## src/core/sysins_pkg.sv

```systemverilog
// Package for the system instruction unit: op codes, special register
// selectors, status word fields and register offsets.
// Assumes a single 50 MHz core clock and an APB register port.
package sysins_pkg;

   // Operation codes issued by the instruction stream
   typedef enum logic [3:0]
   {
      SYSINS_OP_NONE = 4'h0,
      SYSINS_OP_CHANGE_STATE = 4'h1,
      SYSINS_OP_ORDER_BARRIER = 4'h2,
      SYSINS_OP_SYNC_BARRIER = 4'h3,
      SYSINS_OP_FETCH_BARRIER = 4'h4,
      SYSINS_OP_SPECIAL_READ = 4'h5,
      SYSINS_OP_SPECIAL_WRITE = 4'h6,
      SYSINS_OP_NOP = 4'h7,
      SYSINS_OP_SEND_EVENT = 4'h8,
      SYSINS_OP_SUPERVISOR_CALL = 4'h9,
      SYSINS_OP_WAIT_EVENT = 4'hA,
      SYSINS_OP_WAIT_INTERRUPT = 4'hB,
      SYSINS_OP_MEMORY = 4'hC
   } sysins_op_t;

   // Special register selectors
   localparam logic [3:0] SPEC_STATUS = 4'h0;
   localparam logic [3:0] SPEC_INT_MASK = 4'h1;
   localparam logic [3:0] SPEC_FAULT_MASK = 4'h2;
   localparam logic [3:0] SPEC_PRIO_LEVEL = 4'h3;
   localparam logic [3:0] SPEC_PRIO_RAISE = 4'h4;
   localparam logic [3:0] SPEC_CONTROL = 4'h5;

   // Status word: condition flags and saturation bit in the top five bits
   localparam int STATUS_FLAG_LSB = 27;
   localparam logic [31:0] STATUS_APP_MASK = 32'hF8000000;
   localparam logic [31:0] STATUS_RESET = 32'h00000000;

   // Priority mask level width
   localparam int PRIO_W = 8;
   localparam logic [7:0] PRIO_RESET = 8'h00;

   // Change-state flag field bits
   localparam int CPS_FLAG_INT = 0;
   localparam int CPS_FLAG_FAULT = 1;

   // APB register offsets (byte addresses)
   localparam logic [7:0] REG_CTRL = 8'h00;
   localparam logic [7:0] REG_STATE = 8'h04;
   localparam logic [7:0] REG_STATUS = 8'h08;
   localparam logic [7:0] REG_PRIO = 8'h0C;
   localparam logic [7:0] REG_CONTROL = 8'h10;

   // Control register fields
   localparam int CTRL_WAKE_PEND = 0;
   localparam int CTRL_DEBUG_EN = 1;
   localparam logic [1:0] CTRL_RESET = 2'h0;

endpackage

```

## src/core/sysins_unit.sv

```systemverilog
// System instruction unit: executes mask changes, barriers, special
// register moves, event and wait hints, and supervisor calls.
// Assumes one instruction offered at a time with valid/ready, memory
// accesses tracked by an outstanding count from the memory system.
//
// Summary of operation
// [RQ1] Change-state sets or clears selected mask bits
// [RQ2] Unprivileged change-state has no effect
// [RQ3] These ops never touch condition flags
// [RQ4] Order barrier: earlier accesses finish before later
// [RQ5] Order barrier never stalls non-memory instructions
// [RQ6] Sync barrier stalls every later instruction
// [RQ7] Sync barrier completes when accesses all done
// [RQ8] Fetch barrier flushes pipeline and refetches
// [RQ9] Raise alias reads current priority level
// [RQ10] Unprivileged write reaches only status word
// [RQ11] Unprivileged status write ignores non-flag bits
// [RQ12] Raise alias writes only nonzero higher priority
// [RQ13] Status write updates flags from source
// [RQ14] No-operation completes at once, no delay
// [RQ15] Send-event signals out, sets event register
// [RQ16] Supervisor call raises exception, immediate ignored
// [RQ17] Wait-event with zero register sleeps until wake
// [RQ18] Wait-event with set register clears, continues
// [RQ19] Wait-interrupt sleeps until exception or debug
//
// Added by the designer: the address map and the APB interface to the registers.
`timescale 1ns/1ps

module sysins_unit
(
   input wire logic pclk,
   input wire logic presetn,
   input wire logic op_valid,
   input wire sysins_pkg::sysins_op_t op_code,
   input wire logic [1:0] op_flags,
   input wire logic op_set,
   input wire logic [3:0] op_spec,
   input wire logic [31:0] op_src,
   input wire logic [7:0] op_imm,
   input wire logic op_privileged,
   output logic op_ready,
   output logic [31:0] read_data,
   output logic read_valid,
   input wire logic [3:0] mem_outstanding,
   output logic mem_issue_ok,
   output logic pipe_flush,
   output logic event_out,
   input wire logic event_in,
   output logic svc_raise,
   input wire logic exc_unmasked,
   input wire logic exc_pending,
   input wire logic exc_any,
   input wire logic debug_req,
   output logic sleeping,
   output logic int_mask,
   output logic fault_mask,
   output logic [7:0] prio_level,
   input wire logic psel,
   input wire logic penable,
   input wire logic pwrite,
   input wire logic [7:0] paddr,
   input wire logic [31:0] pwdata,
   output logic [31:0] prdata,
   output logic pready,
   output logic pslverr
);

   typedef enum logic [1:0]
   {
      SYSINS_RUN,
      SYSINS_SYNC,
      SYSINS_WAIT_EV,
      SYSINS_WAIT_INT
   } sysins_state_t;

   typedef struct packed
   {
      sysins_state_t state;
      logic int_mask;
      logic fault_mask;
      logic [7:0] prio;
      logic [31:0] status;
      logic [31:0] control;
      logic event_reg;
      logic order_hold;
      logic [1:0] ctrl;
      logic [31:0] read_data;
      logic read_valid;
      logic flush;
      logic event_out;
      logic supervisor_call_op;
      logic [31:0] prdata;
   } sysins_regs_t;

   sysins_regs_t r;
   sysins_regs_t next_r;

   ////////////////////////////////////////////////////////////////////
   // Priority raise test, used by core write and its check
   function automatic logic raise_ok(input logic [7:0] cur, input logic [7:0] nv);
      raise_ok = (nv != 8'h00) && ((cur == 8'h00) || (nv < cur));
   endfunction

   logic apb_access;
   logic wake_event;
   logic wake_int;
   logic accept;

   always_comb
   begin
      apb_access = psel && penable;
      // Pending and debug wakes gated by wake-on-pending and debug enable
      wake_event = exc_unmasked || (exc_pending && r.ctrl[sysins_pkg::CTRL_WAKE_PEND]) ||
         (debug_req && r.ctrl[sysins_pkg::CTRL_DEBUG_EN]) || event_in; // [RQ17]
      wake_int = exc_any || debug_req; // [RQ19]
      accept = op_valid && op_ready;
   end

   // Handshakes: any stall state holds the stream
   always_comb
   begin
      op_ready = (r.state == SYSINS_RUN); // [RQ6]
      // Memory ops wait while an order barrier is open; others flow on
      mem_issue_ok = !r.order_hold && (r.state == SYSINS_RUN); // [RQ4] [RQ5]
      sleeping = (r.state == SYSINS_WAIT_EV) || (r.state == SYSINS_WAIT_INT);
      pready = 1'b1;
      pslverr = 1'b0;
   end

   ////////////////////////////////////////////////////////////////////
   // Next state
   always_comb
   begin
      next_r = r;
      next_r.read_valid = 1'b0;
      next_r.flush = 1'b0;
      next_r.event_out = 1'b0;
      next_r.supervisor_call_op = 1'b0;
      // Order barrier releases once earlier accesses drain
      if (r.order_hold && (mem_outstanding == 4'h0))
      begin
         next_r.order_hold = 1'b0; // [RQ4]
      end
      case (r.state)
         SYSINS_RUN:
         begin
            if (accept)
            begin
               case (op_code)
                  sysins_pkg::SYSINS_OP_CHANGE_STATE:
                  begin
                     // Flags untouched; unprivileged is a no-op
                     if (op_privileged) // [RQ2] [RQ3]
                     begin
                        if (op_flags[sysins_pkg::CPS_FLAG_INT])
                        begin
                           next_r.int_mask = op_set; // [RQ1]
                        end
                        if (op_flags[sysins_pkg::CPS_FLAG_FAULT])
                        begin
                           next_r.fault_mask = op_set; // [RQ1]
                        end
                     end
                  end
                  sysins_pkg::SYSINS_OP_ORDER_BARRIER:
                  begin
                     next_r.order_hold = (mem_outstanding != 4'h0); // [RQ4]
                  end
                  sysins_pkg::SYSINS_OP_SYNC_BARRIER:
                  begin
                     if (mem_outstanding != 4'h0)
                     begin
                        next_r.state = SYSINS_SYNC; // [RQ6]
                     end
                  end
                  sysins_pkg::SYSINS_OP_FETCH_BARRIER:
                  begin
                     next_r.flush = 1'b1; // [RQ8]
                  end
                  sysins_pkg::SYSINS_OP_SPECIAL_READ:
                  begin
                     next_r.read_valid = 1'b1;
                     case (op_spec)
                        sysins_pkg::SPEC_STATUS: next_r.read_data = r.status;
                        sysins_pkg::SPEC_INT_MASK: next_r.read_data = {31'h0, r.int_mask};
                        sysins_pkg::SPEC_FAULT_MASK: next_r.read_data = {31'h0, r.fault_mask};
                        sysins_pkg::SPEC_PRIO_LEVEL,
                        sysins_pkg::SPEC_PRIO_RAISE: next_r.read_data = {24'h0, r.prio}; // [RQ9]
                        sysins_pkg::SPEC_CONTROL: next_r.read_data = r.control;
                        default: next_r.read_data = 32'h00000000;
                     endcase
                  end
                  sysins_pkg::SYSINS_OP_SPECIAL_WRITE:
                  begin
                     if (op_spec == sysins_pkg::SPEC_STATUS)
                     begin
                        // Flags taken straight from the source word
                        next_r.status = op_src & sysins_pkg::STATUS_APP_MASK; // [RQ11] [RQ13]
                     end
                     else if (op_privileged) // [RQ10]
                     begin
                        case (op_spec)
                           sysins_pkg::SPEC_INT_MASK: next_r.int_mask = op_src[0];
                           sysins_pkg::SPEC_FAULT_MASK: next_r.fault_mask = op_src[0];
                           sysins_pkg::SPEC_PRIO_LEVEL: next_r.prio = op_src[7:0];
                           sysins_pkg::SPEC_PRIO_RAISE:
                           begin
                              if (raise_ok(r.prio, op_src[7:0]))
                              begin
                                 next_r.prio = op_src[7:0]; // [RQ12]
                              end
                           end
                           sysins_pkg::SPEC_CONTROL: next_r.control = op_src;
                           default: next_r.control = r.control;
                        endcase
                     end
                  end
                  sysins_pkg::SYSINS_OP_SEND_EVENT:
                  begin
                     next_r.event_out = 1'b1; // [RQ15]
                     next_r.event_reg = 1'b1; // [RQ15]
                  end
                  sysins_pkg::SYSINS_OP_SUPERVISOR_CALL:
                  begin
                     next_r.supervisor_call_op = 1'b1; // [RQ16]
                  end
                  sysins_pkg::SYSINS_OP_WAIT_EVENT:
                  begin
                     if (r.event_reg || event_in)
                     begin
                        next_r.event_reg = 1'b0; // [RQ18]
                     end
                     else if (!wake_event)
                     begin
                        next_r.state = SYSINS_WAIT_EV; // [RQ17]
                     end
                  end
                  sysins_pkg::SYSINS_OP_WAIT_INTERRUPT:
                  begin
                     if (!wake_int)
                     begin
                        next_r.state = SYSINS_WAIT_INT; // [RQ19]
                     end
                  end
                  default:
                  begin
                     // No-operation and memory ops finish at once
                     next_r.state = SYSINS_RUN; // [RQ14]
                  end
               endcase
            end
         end
         SYSINS_SYNC:
         begin
            if (mem_outstanding == 4'h0)
            begin
               next_r.state = SYSINS_RUN; // [RQ7]
            end
         end
         SYSINS_WAIT_EV:
         begin
            if (wake_event)
            begin
               next_r.state = SYSINS_RUN; // [RQ17]
            end
         end
         SYSINS_WAIT_INT:
         begin
            if (wake_int)
            begin
               next_r.state = SYSINS_RUN; // [RQ19]
            end
         end
         default:
         begin
            next_r.state = SYSINS_RUN;
         end
      endcase
      // Outside events latch the register; a consuming wait-event clear wins over the set
      if (event_in && !(accept && op_code == sysins_pkg::SYSINS_OP_WAIT_EVENT))
      begin
         next_r.event_reg = 1'b1;
      end
      // APB writes: control bits; reads return live state
      if (apb_access && pwrite && paddr == sysins_pkg::REG_CTRL)
      begin
         next_r.ctrl = pwdata[1:0];
      end
      if (psel && !penable && !pwrite)
      begin
         case (paddr)
            sysins_pkg::REG_CTRL: next_r.prdata = {30'h0, r.ctrl};
            sysins_pkg::REG_STATE: next_r.prdata = {26'h0, r.event_reg, r.order_hold,
               r.fault_mask, r.int_mask, r.state};
            sysins_pkg::REG_STATUS: next_r.prdata = r.status;
            sysins_pkg::REG_PRIO: next_r.prdata = {24'h0, r.prio};
            sysins_pkg::REG_CONTROL: next_r.prdata = r.control;
            default: next_r.prdata = 32'h00000000;
         endcase
      end
   end

   ////////////////////////////////////////////////////////////////////
   // State register
   always_ff @(posedge pclk or negedge presetn)
   begin
      if (!presetn)
      begin
         r <= '{state: SYSINS_RUN, int_mask: 1'b0, fault_mask: 1'b0,
            prio: sysins_pkg::PRIO_RESET, status: sysins_pkg::STATUS_RESET,
            control: 32'h00000000, event_reg: 1'b0, order_hold: 1'b0,
            ctrl: sysins_pkg::CTRL_RESET, read_data: 32'h00000000, read_valid: 1'b0,
            flush: 1'b0, event_out: 1'b0, supervisor_call_op: 1'b0, prdata: 32'h00000000};
      end
      else
      begin
         r <= next_r;
      end
   end

   // Outputs from flip-flops
   always_comb
   begin
      read_data = r.read_data;
      read_valid = r.read_valid;
      pipe_flush = r.flush;
      event_out = r.event_out;
      svc_raise = r.supervisor_call_op;
      int_mask = r.int_mask;
      fault_mask = r.fault_mask;
      prio_level = r.prio;
      prdata = r.prdata;
   end

   ////////////////////////////////////////////////////////////////////
   // Checks
   unpriv_cps_a: assert property (@(posedge pclk) disable iff (!presetn)
      accept && op_code == sysins_pkg::SYSINS_OP_CHANGE_STATE && !op_privileged
      |=> $stable(int_mask) && $stable(fault_mask))
      else $error("unprivileged change-state altered masks"); // [RQ2]
   cps_set_a: assert property (@(posedge pclk) disable iff (!presetn)
      accept && op_code == sysins_pkg::SYSINS_OP_CHANGE_STATE && op_privileged
      && op_flags[0] |=> int_mask == $past(op_set))
      else $error("change-state did not update interrupt mask"); // [RQ1]
   sync_stall_a: assert property (@(posedge pclk) disable iff (!presetn)
      accept && op_code == sysins_pkg::SYSINS_OP_SYNC_BARRIER && mem_outstanding != 4'h0
      |=> !op_ready)
      else $error("sync barrier did not stall"); // [RQ6]
   sync_done_a: assert property (@(posedge pclk) disable iff (!presetn)
      r.state == SYSINS_SYNC && mem_outstanding == 4'h0 |=> op_ready)
      else $error("sync barrier did not release"); // [RQ7]
   order_free_a: assert property (@(posedge pclk) disable iff (!presetn)
      r.order_hold && r.state == SYSINS_RUN |-> op_ready && !mem_issue_ok)
      else $error("order barrier mishandled"); // [RQ4] [RQ5]
   flush_a: assert property (@(posedge pclk) disable iff (!presetn)
      accept && op_code == sysins_pkg::SYSINS_OP_FETCH_BARRIER |=> pipe_flush
      ##1 (!pipe_flush || $past(accept && op_code == sysins_pkg::SYSINS_OP_FETCH_BARRIER)))
      else $error("fetch barrier flush missing"); // [RQ8]
   raise_a: assert property (@(posedge pclk) disable iff (!presetn)
      accept && op_code == sysins_pkg::SYSINS_OP_SPECIAL_WRITE && op_privileged
      && op_spec == sysins_pkg::SPEC_PRIO_RAISE && !raise_ok(prio_level, op_src[7:0])
      |=> $stable(prio_level))
      else $error("raise alias lowered priority"); // [RQ12]
   sev_a: assert property (@(posedge pclk) disable iff (!presetn)
      accept && op_code == sysins_pkg::SYSINS_OP_SEND_EVENT |=> event_out && r.event_reg)
      else $error("send-event missing"); // [RQ15]
   svc_a: assert property (@(posedge pclk) disable iff (!presetn)
      accept && op_code == sysins_pkg::SYSINS_OP_SUPERVISOR_CALL |=> svc_raise)
      else $error("supervisor call not raised"); // [RQ16]
   wfe_clear_a: assert property (@(posedge pclk) disable iff (!presetn)
      accept && op_code == sysins_pkg::SYSINS_OP_WAIT_EVENT && r.event_reg && !event_in
      |=> !r.event_reg && op_ready)
      else $error("wait-event with event set did not continue"); // [RQ18]
   wfi_wake_a: assert property (@(posedge pclk) disable iff (!presetn)
      r.state == SYSINS_WAIT_INT && debug_req |=> op_ready)
      else $error("debug request did not wake wait-interrupt"); // [RQ19]

endmodule // sysins_unit

```

## config.mk

```make
export PLATFORM = sky130hd
export DESIGN_NAME = sysins_unit
export DESIGN_NICKNAME = d
export VERILOG_FILES = /design/src/core/sysins_pkg.sv /design/src/core/sysins_unit.sv
export SDC_FILE = /design/constraint.sdc
export NUM_CORES = 1
export LEC_CHECK = 0
export BUFFER_PORTS_ARGS = -buffer_cell sky130_fd_sc_hd__buf_2
export CAP_MARGIN = 25
export CELL_PAD_IN_SITES_DETAIL_PLACEMENT = 1
export CELL_PAD_IN_SITES_GLOBAL_PLACEMENT = 1
export CORE_MARGIN = 1.5
export CORE_UTILIZATION = 39
export CTS_CLUSTER_SIZE = 16
export DETAILED_ROUTE_END_ITERATION = 10
export PLACE_DENSITY = 0.89
export SLEW_MARGIN = 40
export SYNTH_ARGS = -nofsm -noshare
export SYNTH_HDL_FRONTEND = slang
export SYNTH_SLANG_ARGS = --single-unit
```

## constraint.sdc

```tcl
create_clock -name pclk -period 2.55 [get_ports pclk]
set_input_delay 0.51 -clock pclk [delete_from_list [all_inputs] [get_ports pclk]]
set_output_delay 0.51 -clock pclk [all_outputs]
set_load 0.1 [all_outputs]
```

# Yosys cells after proc, flatten, opt, wreduce, memory -nomap -nowiden
# Index checks and enable logic that the tools add are counted.
# totals
ff_bits	121
input_bits	107
# classes
n_eq_ne	40
n_lt_le_gt_ge	1
bitwise	1
n_reduce_logical	46
muxes	39
# op_table
op	count
$pmux W32 S5	2
$mux W32	4
$mux W78	1
$mux W72	1
$ne A2 B2 Y1 const B	11
$eq A4 B3 Y1 const B	5
$mux W10	2
$mux W2	9
$eq A4 B2 Y1 const B	4
$eq A4 B4 Y1 const B	4
$eq A8 B4 Y1 const B	2
$logic_not A8 Y1	2
$pmux W2 S4	2
$pmux W8 S2	1
$reduce_and A8 Y1	2
$logic_and A1 B1 Y1	13
$mux W1	12
$ne A3 B3 Y1 const B	4
$reduce_and A9 Y1	1
$eq A4 B1 Y1 const B	2
$eq A8 B3 Y1 const B	1
$eq A8 B5 Y1 const B	1
$logic_not A4 Y1	2
$lt A8 B8 Y1	1
other kinds (22)	38

# Longest topological paths before layout
# Gate-level depths: netlist of the first run.
# logic_depth
depth_word	11
depth_mapped	8
depth_no_buf	7

# Least setup slack after synthesis of the first run
# No wires, ideal clock.
# synth_timing
kind	register to output
startpoint	register r[147] in the netlist's numbering
endpoint	output mem_issue_ok
setup_slack_ns	-0.497
t_arrival_ns	2.537
stages_incl_launch_ff	3
required_ns	2.040
cell_sequence	dfrtp_1 buf_6 nor3_1
# synth_between
elab_chain_len	2
# synth_rtl
item	line	text
from (decl)	sysins_unit.sv:96	sysins_regs_t r;
from (signal assigned)	sysins_unit.sv:310	r <= '{state: SYSINS_RUN, int_mask: 1'b0, fault_mask: 1'b0,
from (signal assigned)	sysins_unit.sv:318	r <= next_r;
$logic_not A2 Y1	sysins_unit.sv:125	mem_issue_ok = !r.order_hold && (r.state == SYSINS_RUN);
$logic_and A1 B1 Y1	sysins_unit.sv:125	
to (decl)	sysins_unit.sv:46	output logic mem_issue_ok,
# Every way passes these cells.

# Worst setup path in the final report of the first run
# layout_timing
startpoint	register r, in the netlist prio_level[7]
endpoint	register r, in the netlist prio_level[2]
# layout_between
elab_chain_len	5
# layout_rtl
item	line	text
$lt A8 B8 Y1 / $logic_not A8 Y1 (equally long branches)	sysins_unit.sv:102	raise_ok = (nv != 8'h00) && ((cur == 8'h00) || (nv < cur));
$logic_or A1 B1 Y1 *	sysins_unit.sv:102	
$logic_and A1 B1 Y1 *	sysins_unit.sv:102	
$ne A2 B2 Y1 (no source line) *	-	
$reduce_and A7 Y1 (no source line) *	-	
# Mark *: on every way between the ends. The rest lies on a longest branch, timed or not.
# A chain may end at the register's enable or synchronous reset.

==> results.ini, run 1 <==
[critical_path]
slowest_delay_ns=0.69
required_ns=2.85
ff2ff_path_depth=7
crit_chain=inv_1 -> ha_1 -> a21oi_1 -> o21ai_0 -> and3_1 -> or4_1 -> a22o_1
reg2reg_to=prio_level[2]
timing.rr.start=prio_level[7]
ff2ff_setup_slack_ns=0.09
start_kind=flop
crit_slowest_cell=or4_1
cp_data_arrival_time_ns=2.76
critPathCaptureType=flop
criticalPathCategory=flop to flop
path_max_fanout=8

[power]
sequentialPowerShare=0.412
leakage_nw=3.495
switching_share=0.2735
combPwrFrac=0.107
pwr-share-clk=0.481
powerDensity_nw_per_um2=693.3
p_int_mw=3.541
p_sw_mw=1.333
ir_drop_v=0.0005327
totalPowerFinal_mw=4.874

[status]
status=finished clean

[grt]
track_usage=0.2184
grt_pass1_wl_um=26730
grt_overflow=0
grt_pass1_vias=5017
grt_max_degree=63
grt_antenna_before_repair=1

[sta]
rsz0062_at_grt=false
setup_slack_ns=0.09486
holdWs_ns=0.01939
report.final.hold_viol_count=0
fmax_ghz=0.4073
min_period_ns=2.455
tightest_slew_ns=0.6989
slew_violations=0
setup_viol=0
skew_ns=0.01569
slew_headroom=0.5275
post-route-period-util=0.9628

[placement]
post_dp_cell_area_sq_um=6441
dp_slack_ns=-0.1005
place_congestion=0.8831
io_buffers=149
dp_hpwl_um=12220

[synth]
syn-cell-area_sq_um=5937
netlist_instances=557
synth.top_cell.area_share=0.5100
syn_area_per_cell_sq_um=10.66
ys.flop_type=dfrtp_1
synth_cell_types=53
synth_seq_cells=121
async_flop_share=1.000
syn_nets=671
synth.yosys.seq_area_share=0.5100
synth-edff-count=0
yosys-top-cells-area=dfrtp_1 (51%), buf_4 (9.4%), mux2_2 (7.8%)
yosysWarnings=0
synth_top_cell_by_area=dfrtp_1

[route]
drt-initial-drc-count=195
avgViaCountPerCell=5.464
ant_nets=0
drc=0
vias=4595
wirelength_um=16710
firstDrtPassIters=4
routedWlPerCell_um=19.87

[clock_network]
numCtsBuffers=17
cts_buffer_depth=2
cts.clk_slew.worst_paths_ns=0.06
cts_htree_levels=4
clkSinkCount=121
insertion_delay_ns=0.43
cts-root-buf=clkbuf_16
hold_buffers=0
cts_tree=built

[cells_and_area]
fin_area_sq_um=7029
layout_common_cells=buf_2 (148), dfrtp_1 (121), nand2_1 (77), o21ai_0 (49), a22o_1 (43)
syn2layout_area_growth_pct=18.40
layout-drive-gt1-share=0.3866
nets=758
fill_cells=1644
final_common_cell=buf_2
n_antenna_cell=0

[die]
core_sq_um=14700
io_pins=190
die_area_sq_um=15970
row_count=44
start_util=0.4039
die_y_um=126.4
fp.dieW_um=126.4

[run]
drv_cap=0

[min_path]
hold_class=input pin to asynchronous set/reset pin

==> how the worst max path moves through the flow <==
stage	startpoint	end
floorplan	r[147]	op_ready
global placement	op_src[1]	prio_level[2]
detailed placement	op_src[1]	prio_level[2]
CTS	prio_level[2]	prio_level[2]
global route	prio_level[2]	prio_level[2]
finish	prio_level[7]	prio_level[2]
==> power by group through the flow <==
stage                     sequential [mW]  combinational [mW]  clock [mW]
after floorplan                      2.08               0.283           0
after global placement               2.04               0.504           0
after detailed placement             2.04               0.522           0
after CTS                            2.01               0.525        2.39
after global routing                 2.01               0.558        2.48
final                                2.01               0.523        2.34
==> what timing repair did <==
| action | in CTS | in global routing |
|---|---|---|
| endpoints found under the hold margin | 0 | 0 |
| endpoints found under the setup margin | 0 | 8 |
| buffers inserted | 0 | 0 |
| resized for setup | 0 | 1 |
==> critical path, delay by kind of cell (launching register included) <==
family | cells | cell delay, ns
DFF | 1 | 0.47
buffers and inverters | 1 | 0.08
adders and majority gates | 1 | 0.30
AOI/OAI and AO/OA | 3 | 0.59
and+or+nand+nor | 2 | 0.90
==> state kept, by name (all words and copies together) (netlist names) <==
register,cells
pipe_flush,1
svc_raise,1
read_data,32
int_mask,1
fault_mask,1
r,43
prio_level,8
event_out,1
prdata,32
read_valid,1
==> synth_stat cells (4+ instances only) <==
cell,instances
nand2_1,77
a22oi_1,18
nor3_1,6
dfrtp_1,121
inv_1,10
clkbuf_1,23
a21oi_1,7
ha_1,7
nor2b_1,6
buf_2,4
nand2b_1,4
nor2_1,14
a22o_1,43
o21ai_0,49
buf_4,74
nor4_1,8
mux2_2,41
==> stage by stage <==
step	setup TNS, ns	std cells	util
after floorplan	0	557	-
after global placement	0	809	0.4382
after detailed placement	-0.5987	809	0.4382
after CTS	0	841	0.4775
after global routing	0	841	0.4782
final	0	841	0.4782
==> layer usage <==
metal	wire (um)	global-route usage	vias up
met3	982	0.06073	33
li1	-	-	2080
met4	342	0.08722	2
met2	8337	0.3754	172
met1	7031	0.2593	2308
met5	17	0	-
==> final cells by class <==
class	count	area, sq um	share of cell area
Inverter	10	37.54	0.005340
Multi-Input combinational cell	323	2217	0.3154
Timing Repair Buffer	171	938.4	0.1335
Clock buffer	17	425.4	0.06052
Tap cell	184	230.2	0.03275
Sequential cell	121	3028	0.4308
Clock inverter	15	152.6	0.02172
==> cells by family after synthesis <==
family / share of synthesized area
compound gates: 0.1547
other cells: 0.001265
simple gates: 0.1178
buf+inv: 0.1203
mux: 0.08114
flops: 0.5100
fa+ha+maj: 0.01475
Power figures use the tool's default switching activity.
==> inputs of run 2 (changes only) <==
--- a/config.mk
+++ b/config.mk
@@ -10,10 +10,11 @@
 export CELL_PAD_IN_SITES_DETAIL_PLACEMENT = 1
 export CELL_PAD_IN_SITES_GLOBAL_PLACEMENT = 1
 export CORE_MARGIN = 1.5
-export CORE_UTILIZATION = 39
+export CORE_UTILIZATION = 40
+export CTS_BUF_LIST = sky130_fd_sc_hd__clkbuf_4
 export CTS_CLUSTER_SIZE = 16
 export DETAILED_ROUTE_END_ITERATION = 10
-export PLACE_DENSITY = 0.89
+export PLACE_DENSITY = 0.91
 export SLEW_MARGIN = 40
 export SYNTH_ARGS = -nofsm -noshare
 export SYNTH_HDL_FRONTEND = slang
==> results.ini, run 2 (synthesis gave the netlist of run 1 again) <==
[sta]
skew_ns=0.01795
post-route-period-util=0.9678
tightest_slew_ns=0.6669
setup_viol=0
report.final.hold_viol_count=0
fmax_ghz=0.4052
setup_slack_ns=0.08218
min_period_ns=2.468
slew_headroom=0.5554
rsz0062_at_grt=false
slew_violations=0

[clock_network]
postCtsSetupBuffers=0
clkSinkCount=121
numCtsBuffers=17
cts.clk_slew.worst_paths_ns=0.12
hold_buffers=0
cts-root-buf=clkbuf_4
cts_tree=built
cts_htree_levels=4
cts_resized=0
insertion_delay_ns=0.55
cts_buffer_depth=2

[grt]
grt_antenna_before_repair=1
grt_pass1_wl_um=27750
grt_overflow=0
track_usage=0.2282
grt_max_degree=122
grt_pass1_vias=5031

[route]
avgViaCountPerCell=5.505
drc=0
ant_nets=0
firstDrtPassIters=4
routedWlPerCell_um=20.07
wirelength_um=16980
vias=4657
drt-initial-drc-count=300

[power]
powerDensity_nw_per_um2=632.7
p_sw_mw=1.169
ir_drop_v=0.0002932
combPwrFrac=0.123
totalPowerFinal_mw=4.334
pwr-share-clk=0.415
leakage_nw=3.433
p_int_mw=3.165
switching_share=0.2698
sequentialPowerShare=0.461

[cells_and_area]
layout_common_cells=buf_2 (148), dfrtp_1 (121), nand2_1 (77), o21ai_0 (49), a22o_1 (43)
largest_register=r
layout-drive-gt1-share=0.3833
largest_reg_flops=43
fill_cells=1627
syn2layout_area_growth_pct=15.38
final_common_cell=buf_2
nets=761
fin_area_sq_um=6850
final_cell_count_no_fill=846

[critical_path]
cp_top_family=simple AND/OR/NAND/NOR gates
critPathCaptureType=flop
crit_slowest_cell=or4_1
cp_data_arrival_time_ns=2.91
start_kind=flop
critPathBufInv=1
slowest_delay_ns=0.68
path_max_fanout=8
crit_chain=inv_1 -> ha_1 -> a2111oi_0 -> nor4bb_1 -> or4_1 -> a22o_1
criticalPathCategory=flop to flop
required_ns=2.99

[placement]
io_buffers=149
post_dp_cell_area_sq_um=6464
dp_slack_ns=-0.04697
place_inst=812
place_congestion=0.9129
dp_hpwl_um=12340

[status]
status=finished clean

[die]
core_sq_um=14530
start_util=0.4085
die_area_sq_um=15580
row_count=44
die_y_um=124.8
fp.dieW_um=124.8
io_pins=190

[run]
drv_cap=0

[min_path]
hold_class=input pin to asynchronous set/reset pin

-- run 2: changes by cell type in the layout (fill, tap and decap cells not counted), moves of 3 or more --
cell        change
buf_4           +3
clkinvlp_4      -3
clkbuf_4       +17
bufinv_16       +5
clkinv_1        +4
clkbuf_16      -17
clkinv_2        -3
-- run 2: layout make-up --
class                   instances  area (sq um)  share of cell area
flip-flops and latches        121          3028              0.4420
multi-input cells             323          2207              0.3222
repair buffers                174         960.9              0.1403
clock inverters                15         254.0             0.03708
well taps                     184         230.2             0.03361
clock buffers                  17         127.6             0.01863
inverters                      10         37.54            0.005479
diodes                          2         5.005           0.0007306
-- run 2: power by group through the flow --
stage	Combinational [mW]	Clock [mW]	Sequential [mW]
2_1_floorplan	0.283	0	2.08
3_3_place_gp	0.513	0	2.03
3_5_place_dp	0.535	0	2.04
4_1_cts	0.539	1.84	2.00
5_1_grt	0.575	1.92	2.00
6_report	0.535	1.80	2.00
-- run 2: worst paths after layout --
kind	slack [ns]	cells after the start	startpoint	to
max	0.08	6	prio_level[1]	prio_level[7]
max in group asynchronous	2.00	2	presetn	read_data[5]
min reg2reg	0.48	2	read_data[30]	read_data[30]
max reg2reg	0.08	6	prio_level[1]	prio_level[7]
min	0.03	2	presetn	prdata[10]
min in group pclk	0.19	2	pwdata[1]	r[69]
-- run 2: routing by layer --
layer / share of wire / vias to the layer above / track usage
met5: 0 / - / 0
li1: - / 2085 / -
met1: 0.42 / 2370 / 0.2868
met3: 0.056 / 29 / 0.05713
met2: 0.50 / 173 / 0.3752
met4: 0.022 / 0 / 0.09559
-- run 2: worst reg2reg max path, cell delays in order (launching register included) --
cell and delay (ns):
dfrtp_1 0.38, inv_1 0.05, ha_1 0.27, a2111oi_0 0.51, nor4bb_1 0.16, or4_1 0.68, a22o_1 0.32
-- run 2: stage by stage --
step             util  hold slack, ns  setup TNS (ns)
2_1_floorplan       -          0.2144               0
3_3_place_gp   0.4447          0.4570               0
3_5_place_dp   0.4447          0.4658         -0.2521
4_1_cts        0.4710         0.05315               0
5_1_grt        0.4712         0.04665               0
6_report       0.4713         0.02912               0
==> inputs of run 3 (changes only) <==
--- a/config.mk
+++ b/config.mk
@@ -9,12 +9,12 @@
 export CAP_MARGIN = 25
 export CELL_PAD_IN_SITES_DETAIL_PLACEMENT = 1
 export CELL_PAD_IN_SITES_GLOBAL_PLACEMENT = 1
-export CORE_MARGIN = 1.5
 export CORE_UTILIZATION = 40
 export CTS_BUF_LIST = sky130_fd_sc_hd__clkbuf_4
 export CTS_CLUSTER_SIZE = 16
 export DETAILED_ROUTE_END_ITERATION = 10
 export PLACE_DENSITY = 0.91
+export SETUP_SLACK_MARGIN = 0.15
 export SLEW_MARGIN = 40
 export SYNTH_ARGS = -nofsm -noshare
 export SYNTH_HDL_FRONTEND = slang
==> results.ini, run 3 (synthesis gave the netlist of run 1 again) <==
[status]
status=finished clean

[placement]
io_buffers=149
post_dp_cell_area_sq_um=6464
place_inst=812
dp_hpwl_um=12300
place_congestion=0.8942

[clock_network]
cts-root-buf=clkbuf_4
cts_htree_levels=4
cts.clk_slew.worst_paths_ns=0.12
cts_buffer_depth=2
numCtsBuffers=17
cts_tree=built
clkSinkCount=121
insertion_delay_ns=0.55
postCtsSetupBuffers=0

[power]
switching_share=0.2797
combPwrFrac=0.124
powerDensity_nw_per_um2=626.3
pwr-share-clk=0.410
p_sw_mw=1.204
ir_drop_v=0.0003162
leakage_nw=3.430
p_int_mw=3.100
sequentialPowerShare=0.466

[route]
top_layer=met4
met2_length_um=8340
vias=4640
drc=0
ant_nets=0
firstDrtPassIters=4
met1_length_um=6771
wl_met3_um=1107
drt-initial-drc-count=230
avgViaCountPerCell=5.491
wirelength_um=16700
routedWlPerCell_um=19.77

[critical_path]
criticalPathCategory=flop to primary output
cp_data_arrival_time_ns=1.75
critPathCaptureType=primary output
ff2ff_path_depth=7
reg2reg_to=prio_level[6]
timing.rr.start=prio_level[5]
start_kind=flop
ff2ff_setup_slack_ns=0.30
required_ns=2.04
path_max_fanout=8

[sta]
fmax_ghz=0.4434
slew_violations=0
report.final.hold_viol_count=0
min_period_ns=2.255
tns_ns=0
holdWs_ns=0.1860
post-route-period-util=0.8844
slew_headroom=0.5228
rsz0062_at_grt=false
setup_viol=0
tightest_slew_ns=0.7092
skew_ns=0.01799

[die]
die_area_sq_um=15330
start_util=0.4085
core_sq_um=14530
fp.dieW_um=123.8
row_count=44
io_pins=190
die_y_um=123.8

[min_path]
holdPathStages=2
hold_end=r[68]
hold_class=input pin to flop
hold_start=pwdata[0]

[cells_and_area]
largest_register=r
fill_cells=1641
layout-drive-gt1-share=0.3949
final_cell_count_no_fill=845
final_common_cell=buf_2
largest_reg_flops=43
layout_common_cells=buf_2 (148), dfrtp_1 (120), nand2_1 (77), o21ai_0 (49), a22o_1 (43)
nets=762
fin_area_sq_um=6872
n_antenna_cell=0
syn2layout_area_growth_pct=15.74

[grt]
grt_overflow=0
grt_antenna_before_repair=0
grt_pass1_vias=4911
grt_max_degree=53
track_usage=0.2296
grt_pass1_wl_um=25970

[run]
drv_cap=0

-- run 3: timing repair --
item	4_1_cts	5_1_grt
endpoints found under the hold margin	29	0
cloned	0	0
hold buffers	1	0
endpoints found under the setup margin	8	8
gates resized for setup	2	3
-- run 3: final cells by class --
cell class / instances / area, sq um / area share
flip-flops and latches: 121 / 3029 / 0.4408
multi-input cells: 323 / 2223 / 0.3236
repair buffers: 175 / 970.9 / 0.1413
clock inverters: 14 / 245.2 / 0.03569
well taps: 184 / 230.2 / 0.03350
clock buffers: 18 / 135.1 / 0.01967
inverters: 10 / 37.54 / 0.005462
-- run 3: layer usage --
metal,GRT usage,vias to the layer above
li1,-,2087
met4,0.1032,0
met5,0,-
met1,0.2718,2304
met3,0.06136,49
met2,0.3889,200
-- run 3: worst max path at each step --
stage,from,end,slack [ns]
finish,r[147],mem_issue_ok,0.29
global route,prio_level[5],prio_level[4],0.16
CTS,prio_level[2],prio_level[0],0.18
detailed placement,op_src[1],prio_level[0],-0.25
global placement,op_src[1],prio_level[2],0.03
floorplan,r[147],op_ready,0.30
-- run 3: metrics by stage --
step	power, mW	util	worst slack [ns]
floorplan	2.364	-	0.2956
global placement	2.544	0.4447	0.03415
detailed placement	2.568	0.4447	-0.2486
CTS	4.347	0.4719	0.1768
global route	4.485	0.4728	0.1625
finish	4.304	0.4728	0.2949
-- run 3: power by group through the flow --
stage / Clock, mW / Combinational [mW] / Sequential, mW
CTS: 1.81 / 0.534 / 2.00
finish: 1.76 / 0.536 / 2.00
global route: 1.90 / 0.573 / 2.01
floorplan: 0 / 0.283 / 2.08
detailed placement: 0 / 0.529 / 2.04
global placement: 0 / 0.510 / 2.03
-- run 3: critical path, stage by stage, from the launching register on --
cell and delay (ns):
dfrtp_1 0.41, buf_4 0.18, nor3_2 0.16, buf_2 0.45
